File: config.mk
export PLATFORM = sky130hd
export DESIGN_NAME = sarseq_top
export DESIGN_NICKNAME = d
export VERILOG_FILES = /design/src/rtl/sarseq_clkdiv.v /design/src/rtl/sarseq_top.v
export VERILOG_INCLUDE_DIRS = /design/src /design/src/rtl
export SDC_FILE = /design/constraint.sdc
export NUM_CORES = 1
export LEC_CHECK = 0
export ABC_AREA = 0
export BUFFER_PORTS_ARGS = -buffer_cell sky130_fd_sc_hd__buf_2
export CORE_UTILIZATION = 45
export DETAILED_ROUTE_END_ITERATION = 10
export GPL_TIMING_DRIVEN = 1
export PLACE_DENSITY = 0.72
export SYNTH_ARGS = -nofsm -noshare
export SYNTH_HDL_FRONTEND = slang
export SYNTH_SLANG_ARGS = --single-unit
File: constraint.sdc
create_clock -name pclk -period 2.37 [get_ports pclk]
set_clock_uncertainty 0.05 [all_clocks]
set_input_delay 0.1185 -clock pclk [delete_from_list [all_inputs] [get_ports pclk]]
set_output_delay 0.1185 -clock pclk [all_outputs]
set_load 0.03 [all_outputs]
File: src/rtl/sarseq_defs.vh
// register offsets, field positions, reset values and timing counts for the converter sequencer
`ifndef SARSEQ_DEFS_VH
`define SARSEQ_DEFS_VH
// register byte offsets on the apb bus
`define SARSEQ_OFS_CONTROL      12'h000
`define SARSEQ_OFS_RESULT       12'h004
`define SARSEQ_OFS_PINSEL       12'h008
`define SARSEQ_OFS_STATUS       12'h00c
// control register fields
`define SARSEQ_CTL_DIV_HI       7
`define SARSEQ_CTL_DIV_LO       6
`define SARSEQ_CTL_CHS_HI       5
`define SARSEQ_CTL_CHS_LO       2
`define SARSEQ_CTL_RUN          1
`define SARSEQ_CTL_PWR          0
// status register fields
`define SARSEQ_STS_DONE         7
`define SARSEQ_STS_SLEEP        0
// reset values
`define SARSEQ_DIV_RST          2'h3
`define SARSEQ_CHS_RST          4'hf
`define SARSEQ_PINSEL_RST       8'hff
// divisor selector encodings
`define SARSEQ_DIV_16           2'h0
`define SARSEQ_DIV_8            2'h1
`define SARSEQ_DIV_4            2'h2
`define SARSEQ_DIV_INT4         2'h3
// divide ratios in instruction clocks per bit period
`define SARSEQ_RATIO_16         5'h10
`define SARSEQ_RATIO_8          5'h08
`define SARSEQ_RATIO_4          5'h04
// periods per conversion and sampling periods before the marker
`define SARSEQ_PERIODS_TOTAL    4'hd
`define SARSEQ_PERIODS_SAMPLE   4'h3
// timing figures for software guidance, in ns
`define SARSEQ_TBIT_MIN_NS      500
`define SARSEQ_TBIT_MAX_NS      50000
`define SARSEQ_CLK_PERIOD_NS    25
// reference channel code
`define SARSEQ_CHS_REF          4'hf
`endif

File: src/rtl/sarseq_clkdiv.v
// bit-period tick generator for the converter sequencer
`timescale 1ns/1ps
`default_nettype none
`include "sarseq_defs.vh"
module sarseq_clkdiv
(
  input  wire       pclk,      // instruction clock
  input  wire       presetn,   // async reset, active low
  input  wire       run,       // counting enabled
  input  wire       int_tick,  // internal oscillator quarter tick
  input  wire [1:0] div_sel,   // latched divisor selector
  output wire       tick       // one-cycle pulse per bit period
);
  // ==========================================================
  // divider
  reg  [4:0] cnt_ff;
  wire [4:0] ratio;
  wire       fosc_tick;
  reg  [4:0] nxt_cnt;

  // ratio per selector
  assign ratio = (div_sel == `SARSEQ_DIV_16) ? `SARSEQ_RATIO_16 :
                 (div_sel == `SARSEQ_DIV_8)  ? `SARSEQ_RATIO_8  :
                 `SARSEQ_RATIO_4;
  assign fosc_tick = (cnt_ff == ratio - 5'h01);
  // internal source ticks on its own divided strobe
  assign tick = run & ((div_sel == `SARSEQ_DIV_INT4) ? int_tick : fosc_tick);

  // next count
  always @*
  begin
    nxt_cnt = cnt_ff + 5'h01;
    if (!run || fosc_tick)
      nxt_cnt = 5'h00;
  end

  // count register
  always @(posedge pclk or negedge presetn)
  begin
    if (!presetn)
      cnt_ff <= 5'h00;
    else
      cnt_ff <= nxt_cnt;
  end
endmodule // sarseq_clkdiv
`default_nettype wire

File: src/rtl/sarseq_top.v
// apb-attached successive-approximation converter sequencer
`timescale 1ns/1ps
`default_nettype none
`include "sarseq_defs.vh"
module sarseq_top
(
  input  wire        pclk,          // instruction clock, 40 mhz
  input  wire        presetn,       // async reset, active low
  input  wire        psel,          // apb select
  input  wire        penable,       // apb enable
  input  wire        pwrite,        // apb direction
  input  wire [11:0] paddr,         // apb byte address
  input  wire [31:0] pwdata,        // apb write data
  output wire [31:0] prdata,        // apb read data
  output wire        pready,        // apb ready
  output wire        pslverr,       // apb error
  input  wire        sleep_enter,   // one-cycle pulse: device enters sleep
  input  wire        wake,          // one-cycle pulse: device wakes
  input  wire        int_osc_tick,  // internal oscillator divided strobe, async
  input  wire        cmp_decision,  // comparator: input above trial code
  output reg  [7:0]  trial_code,    // code to digital-to-analog side
  output reg  [3:0]  channel_mux,   // channel steering to sampler
  output reg         sample_en,     // sampler tracking input
  output reg         analog_power,  // converter analog power
  output reg  [7:0]  analog_pin_select, // pins in analog mode
  output reg         done_pulse     // one-cycle pulse on normal completion
);
  // ==========================================================
  // state codes
  localparam ST_IDLE   = 2'h0;
  localparam ST_SAMPLE = 2'h1;
  localparam ST_CONV   = 2'h2;

  // ==========================================================
  // registers
  reg  [1:0] div_sel_ff;
  reg  [3:0] chs_ff;
  reg        run_ff;
  reg        pwr_ff;
  reg  [7:0] result_ff;
  reg        marker_ff;       // marker bit above the result, shifted in at top
  reg        done_flag_ff;
  reg        in_sleep_ff;
  reg  [1:0] state_ff;
  reg  [3:0] per_cnt_ff;
  reg  [1:0] div_act_ff;
  reg  [2:0] osc_sync_ff;
  reg        osc_prev_ff;
  reg  [1:0] nxt_state;
  reg  [3:0] nxt_per_cnt;
  reg  [7:0] nxt_result;
  reg        nxt_marker;
  reg        nxt_run;
  reg        nxt_done_flag;
  reg  [31:0] rd_mux;

  wire       wr;
  wire       rd;
  wire       hit_ctl;
  wire       hit_res;
  wire       hit_pin;
  wire       hit_sts;
  wire       mapped;
  wire       tick;
  wire       osc_level;
  wire       int_tick;
  wire       busy;
  wire       sw_run_set;
  wire       sw_run_clr;
  wire [8:0] lead_word;
  wire [8:0] lead_bit;
  wire [8:0] shift_word;
  wire       last_per;
  wire       stop_req;
  wire       conv_end;
  wire [7:0] ctl_word;

  // ==========================================================
  // apb decode, zero-wait answers
  assign wr      = psel & penable & pwrite;
  assign rd      = psel & ~pwrite;
  assign hit_ctl = (paddr == `SARSEQ_OFS_CONTROL);
  assign hit_res = (paddr == `SARSEQ_OFS_RESULT);
  assign hit_pin = (paddr == `SARSEQ_OFS_PINSEL);
  assign hit_sts = (paddr == `SARSEQ_OFS_STATUS);
  assign mapped  = hit_ctl | hit_res | hit_pin | hit_sts;
  assign pready  = 1'b1;
  assign pslverr = psel & penable & ~mapped;
  assign prdata  = rd_mux;

  assign ctl_word = {div_sel_ff, chs_ff, run_ff, pwr_ff};

  // read mux
  always @*
  begin
    rd_mux = 32'h0000_0000;
    if (rd && hit_ctl)
      rd_mux = {24'h00_0000, ctl_word};
    else if (rd && hit_res)
      rd_mux = {24'h00_0000, result_ff};
    else if (rd && hit_pin)
      rd_mux = {24'h00_0000, analog_pin_select};
    else if (rd && hit_sts)
      rd_mux = {24'h00_0000, done_flag_ff, 6'h00, in_sleep_ff};
  end

  // ==========================================================
  // internal oscillator strobe synchroniser, three stages
  always @(posedge pclk or negedge presetn)
  begin
    if (!presetn)
    begin
      osc_sync_ff <= 3'h0;
      osc_prev_ff <= 1'b0;
    end
    else
    begin
      osc_sync_ff <= {osc_sync_ff[1:0], int_osc_tick};
      osc_prev_ff <= osc_level;
    end
  end
  // level changes once second and third stages agree
  assign osc_level = (osc_sync_ff[2] == osc_sync_ff[1]) ? osc_sync_ff[1] : osc_prev_ff;
  assign int_tick  = osc_level & ~osc_prev_ff;

  // ==========================================================
  // bit-period divider
  assign busy = (state_ff != ST_IDLE);
  sarseq_clkdiv u_clkdiv
  (
    .pclk     (pclk),
    .presetn  (presetn),
    .run      (busy),
    .int_tick (int_tick),
    .div_sel  (div_act_ff),
    .tick     (tick)
  );

  // ==========================================================
  // software run control
  assign sw_run_set = wr & hit_ctl & pwdata[`SARSEQ_CTL_RUN] & ~run_ff
                    & pwdata[`SARSEQ_CTL_PWR] & pwr_ff;
  assign sw_run_clr = wr & hit_ctl & ~pwdata[`SARSEQ_CTL_RUN] & run_ff;
  // the leading one is the lowest set bit of marker and result together
  assign lead_word  = {marker_ff, result_ff};
  assign lead_bit   = lead_word & (~lead_word + 9'h001);
  assign shift_word = (lead_word & ~lead_bit) | {1'b0, lead_bit[8:1]}
                    | (lead_bit & {1'b0, {8{cmp_decision}}});
  assign last_per   = (per_cnt_ff == `SARSEQ_PERIODS_TOTAL - 4'h1);
  // sleep, software clear or power-off all stop a run without completion
  assign stop_req   = sleep_enter | (busy & sw_run_clr)
                    | (wr & hit_ctl & ~pwdata[`SARSEQ_CTL_PWR]);
  assign conv_end   = tick & (state_ff == ST_CONV) & last_per & ~stop_req;

  // sequencer next state
  always @*
  begin
    nxt_state     = state_ff;
    nxt_per_cnt   = per_cnt_ff;
    nxt_result    = result_ff;
    nxt_marker    = marker_ff;
    nxt_run       = run_ff;
    nxt_done_flag = done_flag_ff;
    if (wr && hit_sts && !pwdata[`SARSEQ_STS_DONE])
      nxt_done_flag = 1'b0;
    if (wr && hit_res)
      nxt_result = pwdata[7:0];
    case (state_ff)
      ST_IDLE:
      begin
        if (sw_run_set)
        begin
          nxt_run     = 1'b1;
          nxt_state   = ST_SAMPLE;
          nxt_per_cnt = 4'h0;
        end
      end
      ST_SAMPLE:
      begin
        // previous result held while sampling
        if (tick)
          nxt_per_cnt = per_cnt_ff + 4'h1;
        if (tick && per_cnt_ff == `SARSEQ_PERIODS_SAMPLE - 4'h1)
        begin
          nxt_result = 8'h00;
          nxt_marker = 1'b1;
          nxt_state  = ST_CONV;
        end
      end
      ST_CONV:
      begin
        if (tick)
          nxt_per_cnt = per_cnt_ff + 4'h1;
        if (tick && !last_per)
        begin
          // marker moves right, decision fills vacated slot
          nxt_marker  = shift_word[8];
          nxt_result  = shift_word[7:0];
        end
        // nine shifts push the marker out; last period ends the run
        if (conv_end)
        begin
          nxt_run       = 1'b0;
          nxt_state     = ST_IDLE;
          nxt_done_flag = 1'b1;
        end
      end
      default:
        nxt_state = ST_IDLE;
    endcase
    // software abort keeps partial bits, no done flag
    if (busy && sw_run_clr)
    begin
      nxt_run   = 1'b0;
      nxt_state = ST_IDLE;
    end
    // sleep halts and keeps partial result
    if (sleep_enter || (wr && hit_ctl && !pwdata[`SARSEQ_CTL_PWR]))
    begin
      nxt_run   = 1'b0;
      nxt_state = ST_IDLE;
    end
  end

  // sequencer registers
  always @(posedge pclk or negedge presetn)
  begin
    if (!presetn)
    begin
      state_ff     <= ST_IDLE;
      per_cnt_ff   <= 4'h0;
      result_ff    <= 8'h00;
      marker_ff    <= 1'b0;
      run_ff       <= 1'b0;
      done_flag_ff <= 1'b0;
    end
    else
    begin
      state_ff     <= nxt_state;
      per_cnt_ff   <= nxt_per_cnt;
      result_ff    <= nxt_result;
      marker_ff    <= nxt_marker;
      run_ff       <= nxt_run;
      done_flag_ff <= nxt_done_flag;
    end
  end

  // ==========================================================
  // configuration fields, sleep and wake defaults
  always @(posedge pclk or negedge presetn)
  begin
    if (!presetn)
    begin
      div_sel_ff        <= `SARSEQ_DIV_RST;
      chs_ff            <= `SARSEQ_CHS_RST;
      pwr_ff            <= 1'b0;
      analog_pin_select <= `SARSEQ_PINSEL_RST;
      in_sleep_ff       <= 1'b0;
    end
    else if (wake)
    begin
      div_sel_ff        <= `SARSEQ_DIV_RST;
      chs_ff            <= `SARSEQ_CHS_RST;
      pwr_ff            <= 1'b0;
      analog_pin_select <= `SARSEQ_PINSEL_RST;
      in_sleep_ff       <= 1'b0;
    end
    else if (sleep_enter)
    begin
      div_sel_ff  <= `SARSEQ_DIV_RST;
      chs_ff      <= `SARSEQ_CHS_RST;
      pwr_ff      <= 1'b0;
      in_sleep_ff <= 1'b1;
    end
    else
    begin
      if (wr && hit_ctl)
      begin
        div_sel_ff <= pwdata[`SARSEQ_CTL_DIV_HI:`SARSEQ_CTL_DIV_LO];
        chs_ff     <= pwdata[`SARSEQ_CTL_CHS_HI:`SARSEQ_CTL_CHS_LO];
        pwr_ff     <= pwdata[`SARSEQ_CTL_PWR];
      end
      if (wr && hit_pin)
        analog_pin_select <= pwdata[7:0];
    end
  end

  // ==========================================================
  // analog-side outputs and latched divisor and channel
  always @(posedge pclk or negedge presetn)
  begin
    if (!presetn)
    begin
      div_act_ff   <= `SARSEQ_DIV_RST;
      channel_mux  <= `SARSEQ_CHS_RST;
      sample_en    <= 1'b0;
      analog_power <= 1'b0;
      trial_code   <= 8'h00;
      done_pulse   <= 1'b0;
    end
    else
    begin
      // a starting write brings its own divisor and channel
      if (sw_run_set)
        div_act_ff <= pwdata[`SARSEQ_CTL_DIV_HI:`SARSEQ_CTL_DIV_LO];
      else if (!busy)
        div_act_ff <= div_sel_ff;
      if (sw_run_set)
        channel_mux <= pwdata[`SARSEQ_CTL_CHS_HI:`SARSEQ_CTL_CHS_LO];
      else if (!busy)
        channel_mux <= chs_ff;
      analog_power <= pwr_ff;
      sample_en    <= (nxt_state == ST_SAMPLE);
      // trial code: resolved bits plus the bit under
      trial_code   <= (nxt_state == ST_CONV && !nxt_marker) ? nxt_result : 8'h00;
      done_pulse   <= conv_end;
    end
  end
endmodule // sarseq_top
`default_nettype wire

==> results.sh, run 1 <==
export IMPL_run_status="finished, final reports clean"
export IMPL_clkSlewWorstSetupHoldPaths_ns=0.07
export IMPL_ant_nets=0
export IMPL_drc_errors=0
export IMPL_max_clock_path_buffers=2
export IMPL_clock_root_buffer="clkbuf_8"
export IMPL_worst_min_delay_path_startpoint="pwdata[5]"
export IMPL_cp_arrival_ns=2.46
export IMPL_register_area_sq_um=1500
export IMPL_num_vias=3010
export IMPL_synth_edf_count=0
export IMPL_grtUsageTotal_pct=21.3
export IMPL_dp_cells=518
export IMPL_layout_area_growth_over_synthesis_pct=25.9
export IMPL_timing_critical_path_fanout_max=9
export IMPL_setup_worst_path_class="reg2reg"
export IMPL_ctsHtreeMaxLevel=3
export IMPL_netlist_area_leader_share_pct=27.7
export IMPL_pre_cts_ws_ns=0.0107
export IMPL_startpoint_type="register"
export IMPL_tritoncts="yes"
export IMPL_core_area_sq_um=7410
export IMPL_placement_rows=31
export IMPL_p_per_area_nw_per_um2=539
export IMPL_critPathMaxStageDelay_ns=0.53
export IMPL_critical_path_reg2reg_startpoint="result_ff[2]$_DFF_PN0_"
export IMPL_timing_max_transition_violations_final=0
export IMPL_power_static_leakage_nw=2.03
export IMPL_synth_cell_types=59
export IMPL_worstMarginPinSlew_ns=0.630
export IMPL_route_met2_wl_mm=3.90
export IMPL_finalWorstSetupSlack_ns=0.120
export IMPL_port_buffers=60
export IMPL_critical_path_slowest_cell="or4_1"
export IMPL_effective_utilization_at_floorplan_pct=47.5
export IMPL_min_to="analog_pin_select[5]$_DFFE_PN1P_"
export IMPL_multi_input_area_sq_um=1890
export IMPL_holdPathStages=3
export IMPL_fillers=627
export IMPL_drt_first_pass_iters=5
export IMPL_detail_route_wl_per_cell_um=15.8
export IMPL_highest_layer="met4"
export IMPL_numClockSinks=59
export IMPL_detailroute_wirelength_met3_um=519
export IMPL_clock_insertion_delay_worst_skew_ns=0.34
export IMPL_worst_setup_path_end_kind="register"
export IMPL_chipHeight_um=90.5
export IMPL_synth_main_ff_cell="dfrtp_1"
export IMPL_synth_cell_area_sq_um=3520
export IMPL_hpwlAfterDp_mm=6.09
export IMPL_final_hold_violation_count=0
export IMPL_synth_most_common_cell="dfrtp_1"
export IMPL_final_setup_viol_count=0
export IMPL_synthArstFlopShare_pct=100
export IMPL_worstReg2RegEnd="trial_code[6]$_DFF_PN0_"
export IMPL_antenna_found_initial=0
export IMPL_critPathRequiredTime_ns=2.58
export IMPL_synth_cells=343
export IMPL_place_gp_congestion=0.860
export IMPL_number_of_vias_per_cell=5.56
export IMPL_hold_class="in2reg"
export IMPL_timing_critical_path_cells="or4_1 -> or4_1 -> nor2_1 -> a21oi_1 -> o21a_1 -> buf_12 -> nor3b_2"
export IMPL_yosys_register_bits=59
export IMPL_synth_common_cells="dfrtp_1, mux2i_1, nor2_1, buf_4, a21oi_1"
export IMPL_grt_first_pass_wirelength_mm=13.7
export IMPL_critPathTopFamily="simple AND/OR/NAND/NOR gates"
export IMPL_layout_drive_gt1_share_pct=35.7
export IMPL_cts_repair_timing_setup_buffer_count=0
export IMPL_num_io_pins=110
export IMPL_grt_start_max_net_pins=30
export IMPL_synth_largest_area_cell="dfrtp_1"
export IMPL_die_width_um=90.5
export IMPL_slew_headroom_pct=58.0
export IMPL_path_common_cell="or4_1"
export IMPL_rsz_0062_raised_after_global_routing="yes"
export IMPL_cap_viol_max_count=0
export IMPL_layout_worst_path_cycle_share_pct=94.9
export IMPL_avgSynthCellArea_sq_um=10.3
export IMPL_vdd_drop_max_uv=450
export IMPL_worstPathBufferInverterCount=1
export IMPL_power_total_mw=2.39
export IMPL_first_global_vias=2755
export IMPL_antenna_diode_count=0
export IMPL_timing_reg2reg_setup_slack_ns=0.12
export IMPL_nets=498
export IMPL_drt_met1_wl_mm=4.04
export IMPL_synth_top_cells_by_area="dfrtp_1, dfstp_2, mux2i_1"
export IMPL_final_period_minus_worst_setup_slack_ns=2.25
export IMPL_die_ar_sq_um=8180
export IMPL_first_iter_violations=237
export IMPL_globalRoute_totalOverflow=0
export IMPL_ys_warnings_count=0
export IMPL_worstRegToRegCells=7
export IMPL_cts_buf_count=9
export IMPL_synth_seq_area_share_pct=42.6
export IMPL_wirelength_mm=8.53
export IMPL_max_fclk_mhz=444
export IMPL_instances_no_fill=541
-- through the flow --
stage          setup TNS (ns)  hold WS (ns)  util [%]  instance area (sq um)
3_3_place_gp                0         0.108      54.8                   4060
2_1_floorplan               0        -0.227         -                   3610
6_report                    0        0.0126      59.8                   4430
4_1_cts                     0       0.00901      59.1                   4380
3_5_place_dp                0         0.120      54.8                   4060
5_1_grt              -0.00129        0.0318      59.8                   4430
-- layout make-up --
type / count / share of cell area, %
multi-input cells: 258 / 42.6
flip-flops and latches: 59 / 33.9
repair buffers: 99 / 14.6
clock buffers: 11 / 3.42
well taps: 99 / 2.79
clock inverters: 5 / 1.89
inverters: 10 / 0.847
-- placed cells by master, fill, tap and decap left out, types with 6 or more instances in the layout --
cell and n:
clkbuf_8 11, nand2b_1 8, buf_4 29, conb_1 25, ha_1 7, inv_1 10, dfstp_2 20, nor2_1 36
buf_2 60, o21ai_0 6, nor2b_1 7, dlygate4sd3_1 7, dfrtp_1 39, nand2_1 11, mux2i_1 36, nand3_1 6
nor3b_2 8, a21oi_1 21
-- worst reg2reg max path, cell delays in order, from the launching register on --
cell and delay, ns:
dfrtp_1 0.39, or4_1 0.53, or4_1 0.45, nor2_1 0.12
a21oi_1 0.07, o21a_1 0.22, buf_12 0.15, nor3b_2 0.17
-- registers in the layout, indices dropped and copies added, names as in the netlist --
name and cells:
pwr_ff 1, sample_en 1, channel_mux 4, state_ff 2, run_ff 1, in_sleep_ff 1, result_ff 8, done_flag_ff 1
analog_power 1, osc_sync_ff 3, per_cnt_ff 4, div_sel_ff 2, analog_pin_select 8, marker_ff 1, osc_prev_ff 1, done_pulse 1
u_clkdiv.cnt_ff 5, chs_ff 4, trial_code 8, div_act_ff 2
-- kinds of logic (layout without fill, tap and decap cells) --
group / after synthesis / after routing / synth area share [%]
adder cells (fa/ha/maj): 9 / 9 / 3.13
XOR/XNOR: 3 / 3 / 0.746
other: 2 / 25 / 0.213
flip-flops: 59 / 59 / 42.6
AND/OR/NAND/NOR: 111 / 111 / 19.5
multiplexers: 38 / 38 / 11.5
AO/OA/AOI/OAI: 72 / 72 / 14.1
buffers and inverters: 49 / 125 / 8.10
-- where the power goes --
| group | switching [mW] | leakage, nW | internal [mW] |
|---|---|---|---|
| sequential | 0.0186 | 0.727 | 1.03 |
| clock | 0.428 | 0.112 | 0.653 |
| combinational | 0.169 | 1.19 | 0.0923 |
| total | 0.616 | 2.03 | 1.77 |
-- per-layer routing --
layer,vias to the layer above,track usage [%]
met5,-,0
met4,0,8.74
met3,8,3.62
met2,135,31.6
met1,1480,30.8
li1,1387,-
-- worst max path at each step --
stage,startpoint,to,slack (ns),depth (start not counted)
2_1_floorplan,result_ff[0]$_DFF_PN0_,trial_code[0]$_DFF_PN0_,0.07,9
3_3_place_gp,u_clkdiv.cnt_ff[0]$_DFF_PN0_,trial_code[2]$_DFF_PN0_,0.09,8
3_5_place_dp,u_clkdiv.cnt_ff[1]$_DFF_PN0_,trial_code[5]$_DFF_PN0_,0.01,8
4_1_cts,u_clkdiv.cnt_ff[1]$_DFF_PN0_,trial_code[5]$_DFF_PN0_,0.008,9
5_1_grt,u_clkdiv.cnt_ff[1]$_DFF_PN0_,trial_code[1]$_DFF_PN0_,-0.001,10
6_report,result_ff[2]$_DFF_PN0_,trial_code[6]$_DFF_PN0_,0.12,7
-- timing repair --
action / 4_1_cts / 5_1_grt
hold buffers: 7 / 0
hold endpoints to repair: 28 / 0
resized for setup: 2 / 11
setup endpoints to repair: 2 / 10
Power figures use the tool's default switching activity.
==> run 2: changes to the inputs <==
- MAX_ROUTING_LAYER: unset -> met4
==> run 2 against run 1 <==
Via count hardly changed; critical path depth stayed put; cell count stayed put; critical path type is now in2out.
==> results.sh, run 2 (synthesis gave the netlist of run 1 again) <==
export IMPL_run_status="finished, final reports clean"
export IMPL_max_clock_path_buffers=2
export IMPL_wirelength_mm=8.46
export IMPL_effective_utilization_at_floorplan_pct=47.5
export IMPL_globalRoute_totalOverflow=0
export IMPL_place_gp_congestion=0.874
export IMPL_highest_layer="met4"
export IMPL_final_hold_violation_count=0
export IMPL_timing_critical_path_fanout_max=8
export IMPL_grt_first_pass_wirelength_mm=13.7
export IMPL_pre_cts_ws_ns=0.0107
export IMPL_max_fclk_mhz=446
export IMPL_cts_buf_count=9
export IMPL_drt_met1_wl_mm=3.97
export IMPL_tritoncts="yes"
export IMPL_number_of_vias_per_cell=5.57
export IMPL_critical_path_reg2reg_startpoint="result_ff[2]$_DFF_PN0_"
export IMPL_vdd_drop_max_uv=451
export IMPL_layout_top_registers="analog_pin_select: 8 flops, result_ff: 8 flops, trial_code: 8 flops"
export IMPL_worstMarginPinSlew_ns=0.632
export IMPL_layout_cells_most_common="buf_2"
export IMPL_first_global_vias=2754
export IMPL_finalWorstSetupSlack_ns=0.126
export IMPL_placement_rows=31
export IMPL_ctsHtreeMaxLevel=3
export IMPL_layout_common_cells="buf_2, dfrtp_1, nor2_1, mux2i_1, buf_4"
export IMPL_worstRegToRegCells=7
export IMPL_die_ar_sq_um=8180
export IMPL_drt_first_pass_iters=5
export IMPL_antenna_diode_count=0
export IMPL_critPathMaxStageDelay_ns=0.57
export IMPL_num_vias=3012
export IMPL_hpwlAfterDp_mm=6.09
export IMPL_dpl_instance_area_sq_um=4060
export IMPL_hold_class="in2reg"
export IMPL_worst_setup_path_end_kind="output port"
export IMPL_worstReg2RegEnd="trial_code[6]$_DFF_PN0_"
export IMPL_final_setup_viol_count=0
export IMPL_timing_setup_tns_ns=0
export IMPL_layout_worst_path_cycle_share_pct=94.7
export IMPL_fillers=629
export IMPL_final_period_minus_worst_setup_slack_ns=2.24
export IMPL_clock_root_buffer="clkbuf_8"
export IMPL_clock_insertion_delay_worst_skew_ns=0.34
export IMPL_power_static_leakage_nw=2.03
export IMPL_timing_reg2reg_setup_slack_ns=0.13
export IMPL_cp_arrival_ns=2.08
export IMPL_critical_path_startpoint="paddr[7]"
export IMPL_grtUsageTotal_pct=21.8
export IMPL_startpoint_type="input port"
export IMPL_detailroute_wirelength_met3_um=601
export IMPL_register_area_sq_um=1500
export IMPL_p_per_area_nw_per_um2=539
export IMPL_core_area_sq_um=7410
export IMPL_antenna_found_initial=0
export IMPL_path_common_cell="buf_2"
export IMPL_critical_path_slowest_cell="or4_4"
export IMPL_die_width_um=90.5
export IMPL_final_design_area_no_fill_sq_um=4410
export IMPL_timing_max_transition_violations_final=0
export IMPL_critPathRequiredTime_ns=2.20
export IMPL_grt_start_max_net_pins=30
export IMPL_clkSlewWorstSetupHoldPaths_ns=0.07
export IMPL_holdPathStages=3
export IMPL_power_total_mw=2.38
export IMPL_drc_errors=0
export IMPL_layout_drive_gt1_share_pct=35.1
export IMPL_cap_viol_max_count=0
export IMPL_timing_critical_path_cells="buf_2 -> or4_4 -> nor4_4 -> buf_4 -> nand3b_1 -> nor2_1 -> buf_2"
export IMPL_route_met2_wl_mm=3.83
export IMPL_multi_input_area_sq_um=1870
export IMPL_slew_headroom_pct=57.9
export IMPL_port_buffers=60
export IMPL_ant_nets=0
export IMPL_first_iter_violations=193
export IMPL_chipHeight_um=90.5
export IMPL_nets=498
export IMPL_setup_worst_path_class="in2out"
export IMPL_rsz_0062_raised_after_global_routing="no"
export IMPL_numClockSinks=59
export IMPL_layout_area_growth_over_synthesis_pct=25.4
export IMPL_worst_min_delay_path_startpoint="pwdata[5]"
export IMPL_min_to="analog_pin_select[5]$_DFFE_PN1P_"
export IMPL_num_io_pins=110
export IMPL_detail_route_wl_per_cell_um=15.6
run 2: per-layer routing:
metal  global-route usage, %  vias to the layer above
met5                       -                        -
met4                    8.74                        0
met3                    3.54                        6
met2                    31.6                      151
met1                    30.5                     1467
li1                        -                     1388
run 2: cell type report:
type                            count  area share, %
Inverter                           10          0.850
Timing Repair Buffer               99           14.7
Clock buffer                       11           3.43
Multi-Input combinational cell    258           42.3
Clock inverter                      5           1.90
Sequential cell                    59           34.0
Tap cell                           99           2.81
run 2: worst max-delay path by stage:
stage	endpoint	slack, ns	depth (start not counted)
floorplan	trial_code[0]$_DFF_PN0_	0.07	9
global placement	trial_code[2]$_DFF_PN0_	0.09	8
detailed placement	trial_code[5]$_DFF_PN0_	0.01	8
CTS	trial_code[5]$_DFF_PN0_	0.008	9
global route	trial_code[3]$_DFF_PN0_	0.005	9
finish	prdata[6]	0.13	7
run 2: where the power goes:
group / total (mW) / switching (mW) / leakage, nW / internal [mW]
logic: 0.259 / 0.168 / 1.19 / 0.0913
clock network: 1.08 / 0.423 / 0.112 / 0.653
registers: 1.05 / 0.0179 / 0.727 / 1.03
total: 2.38 / 0.609 / 2.03 / 1.77
run 2: worst max-delay path, delay by kind of cell:
| family | cells | cell delay (ns) |
|---|---|---|
| and+or+nand+nor | 4 | 1.43 |
| buffers and inverters | 3 | 0.51 |
run 2: metrics by stage:
| step | hold WS [ns] | instances | utilization (%) |
|---|---|---|---|
| after floorplan | -0.227 | 366 | - |
| after global placement | 0.108 | 518 | 54.8 |
| after detailed placement | 0.120 | 518 | 54.8 |
| after CTS | 0.00901 | 541 | 59.1 |
| after global routing | 0.0318 | 541 | 59.6 |
| final | 0.0164 | 541 | 59.6 |
run 2: timing repair:
action	CTS	global route
setup buffers	0	0
gates resized for setup	2	7
hold buffers	7	0
setup endpoints to repair	2	10
hold endpoints to repair	28	0
==> run 3: changes to the inputs <==
==> constraint.sdc (replaced) <==
create_clock -name pclk -period 2.37 [get_ports pclk]
set_clock_uncertainty 0.05 [all_clocks]
set_input_delay 0.3555 -clock pclk [delete_from_list [all_inputs] [get_ports pclk]]
set_output_delay 0.3555 -clock pclk [all_outputs]
set_load 0.03 [all_outputs]
==> run 3 against run 2 <==
Total power shrank 6.5%; critical path depth grew 1; cell count decreased by 0.18%; non-clock buffer count down 1; clock power fell by 15%; setup slack lost 0.096 ns; sequential share of layout area shrank 0.19 points; highest routed layer unchanged; sequential power about the same; critical endpoint is now prdata[2]; largest power group is now registers; worst hold slack better by 0.058 ns.
==> results.sh, run 3 (synthesis gave the netlist of run 1 again) <==
export IMPL_antenna_diode_count=0
export IMPL_effective_utilization_at_floorplan_pct=47.5
export IMPL_critPathRequiredTime_ns=1.96
export IMPL_layout_cells_most_common="buf_2"
export IMPL_final_setup_viol_count=0
export IMPL_hold_class="in2reg"
export IMPL_path_common_cell="buf_6"
export IMPL_detail_route_wl_per_cell_um=15.6
export IMPL_timing_critical_path_fanout_max=8
export IMPL_critPathTopFamily="simple AND/OR/NAND/NOR gates"
export IMPL_cap_viol_max_count=0
export IMPL_setup_worst_path_class="in2out"
export IMPL_antenna_found_initial=0
export IMPL_max_fclk_mhz=427
export IMPL_die_ar_sq_um=8180
export IMPL_layout_common_cells="buf_2, dfrtp_1, mux2i_1, buf_4, nor2_1"
export IMPL_vdd_drop_max_uv=317
export IMPL_timing_reg2reg_setup_slack_ns=0.11
export IMPL_power_total_mw=2.23
export IMPL_critical_path_reg2reg_startpoint="state_ff[0]$_DFF_PN0_"
export IMPL_port_buffers=60
export IMPL_number_of_vias_per_cell=5.43
export IMPL_nets=497
export IMPL_hpwlAfterDp_mm=5.96
export IMPL_worst_setup_path_end_kind="output port"
export IMPL_num_vias=2934
export IMPL_first_global_vias=2768
export IMPL_ctsHtreeMaxLevel=3
export IMPL_clock_root_buffer="clkbuf_8"
export IMPL_rsz_0062_raised_after_global_routing="yes"
export IMPL_pre_cts_ws_ns=-0.204
export IMPL_ant_nets=0
export IMPL_place_gp_congestion=0.846
export IMPL_grtUsageTotal_pct=21.9
export IMPL_worstRegToRegCells=8
export IMPL_tritoncts="yes"
export IMPL_chipHeight_um=90.5
export IMPL_wirelength_mm=8.42
export IMPL_startpoint_type="input port"
export IMPL_holdPathStages=1
export IMPL_p_per_area_nw_per_um2=501
export IMPL_layout_top_registers="analog_pin_select: 8 flops, result_ff: 8 flops, trial_code: 8 flops"
export IMPL_clock_insertion_delay_worst_skew_ns=0.34
export IMPL_run_status="finished, final reports clean"
export IMPL_worstReg2RegEnd="trial_code[3]$_DFF_PN0_"
export IMPL_drt_first_pass_iters=4
export IMPL_clkSlewWorstSetupHoldPaths_ns=0.06
export IMPL_layout_drive_gt1_share_pct=37.6
export IMPL_min_to="osc_sync_ff[0]$_DFF_PN0_"
export IMPL_worstMarginPinSlew_ns=0.502
export IMPL_final_hold_violation_count=0
export IMPL_placement_rows=31
export IMPL_drc_errors=0
export IMPL_timing_critical_path_cells="buf_6 -> or4_4 -> nor4_4 -> buf_4 -> nand3b_1 -> buf_6 -> nor2_2 -> buf_6"
export IMPL_num_io_pins=110
export IMPL_final_design_area_no_fill_sq_um=4440
export IMPL_timing_setup_tns_ns=0
export IMPL_core_area_sq_um=7410
export IMPL_cts_buf_count=9
export IMPL_power_static_leakage_nw=2.02
export IMPL_critical_path_slowest_cell="or4_4"
export IMPL_final_period_minus_worst_setup_slack_ns=2.34
export IMPL_worst_min_delay_path_startpoint="int_osc_tick"
export IMPL_slew_headroom_pct=66.4
export IMPL_dpl_instance_area_sq_um=4080
export IMPL_cp_arrival_ns=1.93
export IMPL_finalWorstSetupSlack_ns=0.0301
export IMPL_final_util_pct=59.9
export IMPL_die_width_um=90.5
export IMPL_grt_first_pass_wirelength_mm=13.5
export IMPL_first_iter_violations=212
export IMPL_numClockSinks=59
export IMPL_grt_start_max_net_pins=60
export IMPL_max_clock_path_buffers=2
export IMPL_critPathMaxStageDelay_ns=0.54
export IMPL_timing_max_transition_violations_final=0
export IMPL_worstPathBufferInverterCount=4
export IMPL_globalRoute_totalOverflow=0
export IMPL_layout_worst_path_cycle_share_pct=98.7
export IMPL_layout_area_growth_over_synthesis_pct=26.1
run 3: cell count changes in the layout (fill, tap and decap cells not counted), moves of 2 or more:
cell and delta:
dlygate4sd3_1 -6, or4_4 +3, nor2_4 +2, buf_6 +8, o32ai_1 +2, o32ai_2 -2
or4_1 -3, clkinv_2 +2, buf_2 -9, buf_4 +6, nor2_1 -6, nor2_2 +4
run 3: layout make-up:
cell class,count,area [sq um]
Inverter,10,37.5
Clock inverter,6,63.8
Tap cell,99,124
Timing Repair Buffer,98,678
Multi-Input combinational cell,258,1900
Fill cell,621,2970
Clock buffer,10,138
Sequential cell,59,1500
run 3: per-layer routing:
layer	routed length [um]	part of all wire, %	up-vias	track usage [%]
met5	0	0	-	-
met4	129	1.5	0	8.33
met3	562	6.7	12	3.45
met2	3830	45	117	32.8
met1	3900	46	1420	29.9
li1	-	-	1385	-
run 3: how the worst max path moves through the flow:
stage                   from                      end  slack [ns]  depth (start not counted)
floorplan           paddr[7]                prdata[0]       -0.07                          4
global placement    paddr[7]                prdata[6]       -0.18                          8
detailed placement  paddr[7]  trial_code[6]$_DFF_PN0_       -0.20                          7
CTS                 paddr[8]                prdata[7]       -0.02                          8
global route        paddr[8]                prdata[7]       -0.06                          8
finish              paddr[8]                prdata[2]        0.03                          8
run 3: where the power goes:
part	switching (mW)	internal, mW	leakage, nW
Combinational	0.162	0.0892	1.20
Clock	0.410	0.513	0.0987
Sequential	0.0234	1.03	0.727
run 3: repair_timing:
action | 4_1_cts | 5_1_grt
cloned | 0 | 0
setup buffers | 2 | 1
setup endpoints to repair | 16 | 21
resized for setup | 16 | 18
hold buffers | 1 | 0
hold endpoints to repair | 39 | 0
pin swaps | 2 | 3
run 3: stage by stage:
step           hold slack (ns)  cells
2_1_floorplan          0.00991    366
3_3_place_gp             0.284    520
3_5_place_dp             0.304    520
4_1_cts                 0.0584    539
5_1_grt                 0.0592    540
6_report                0.0743    540
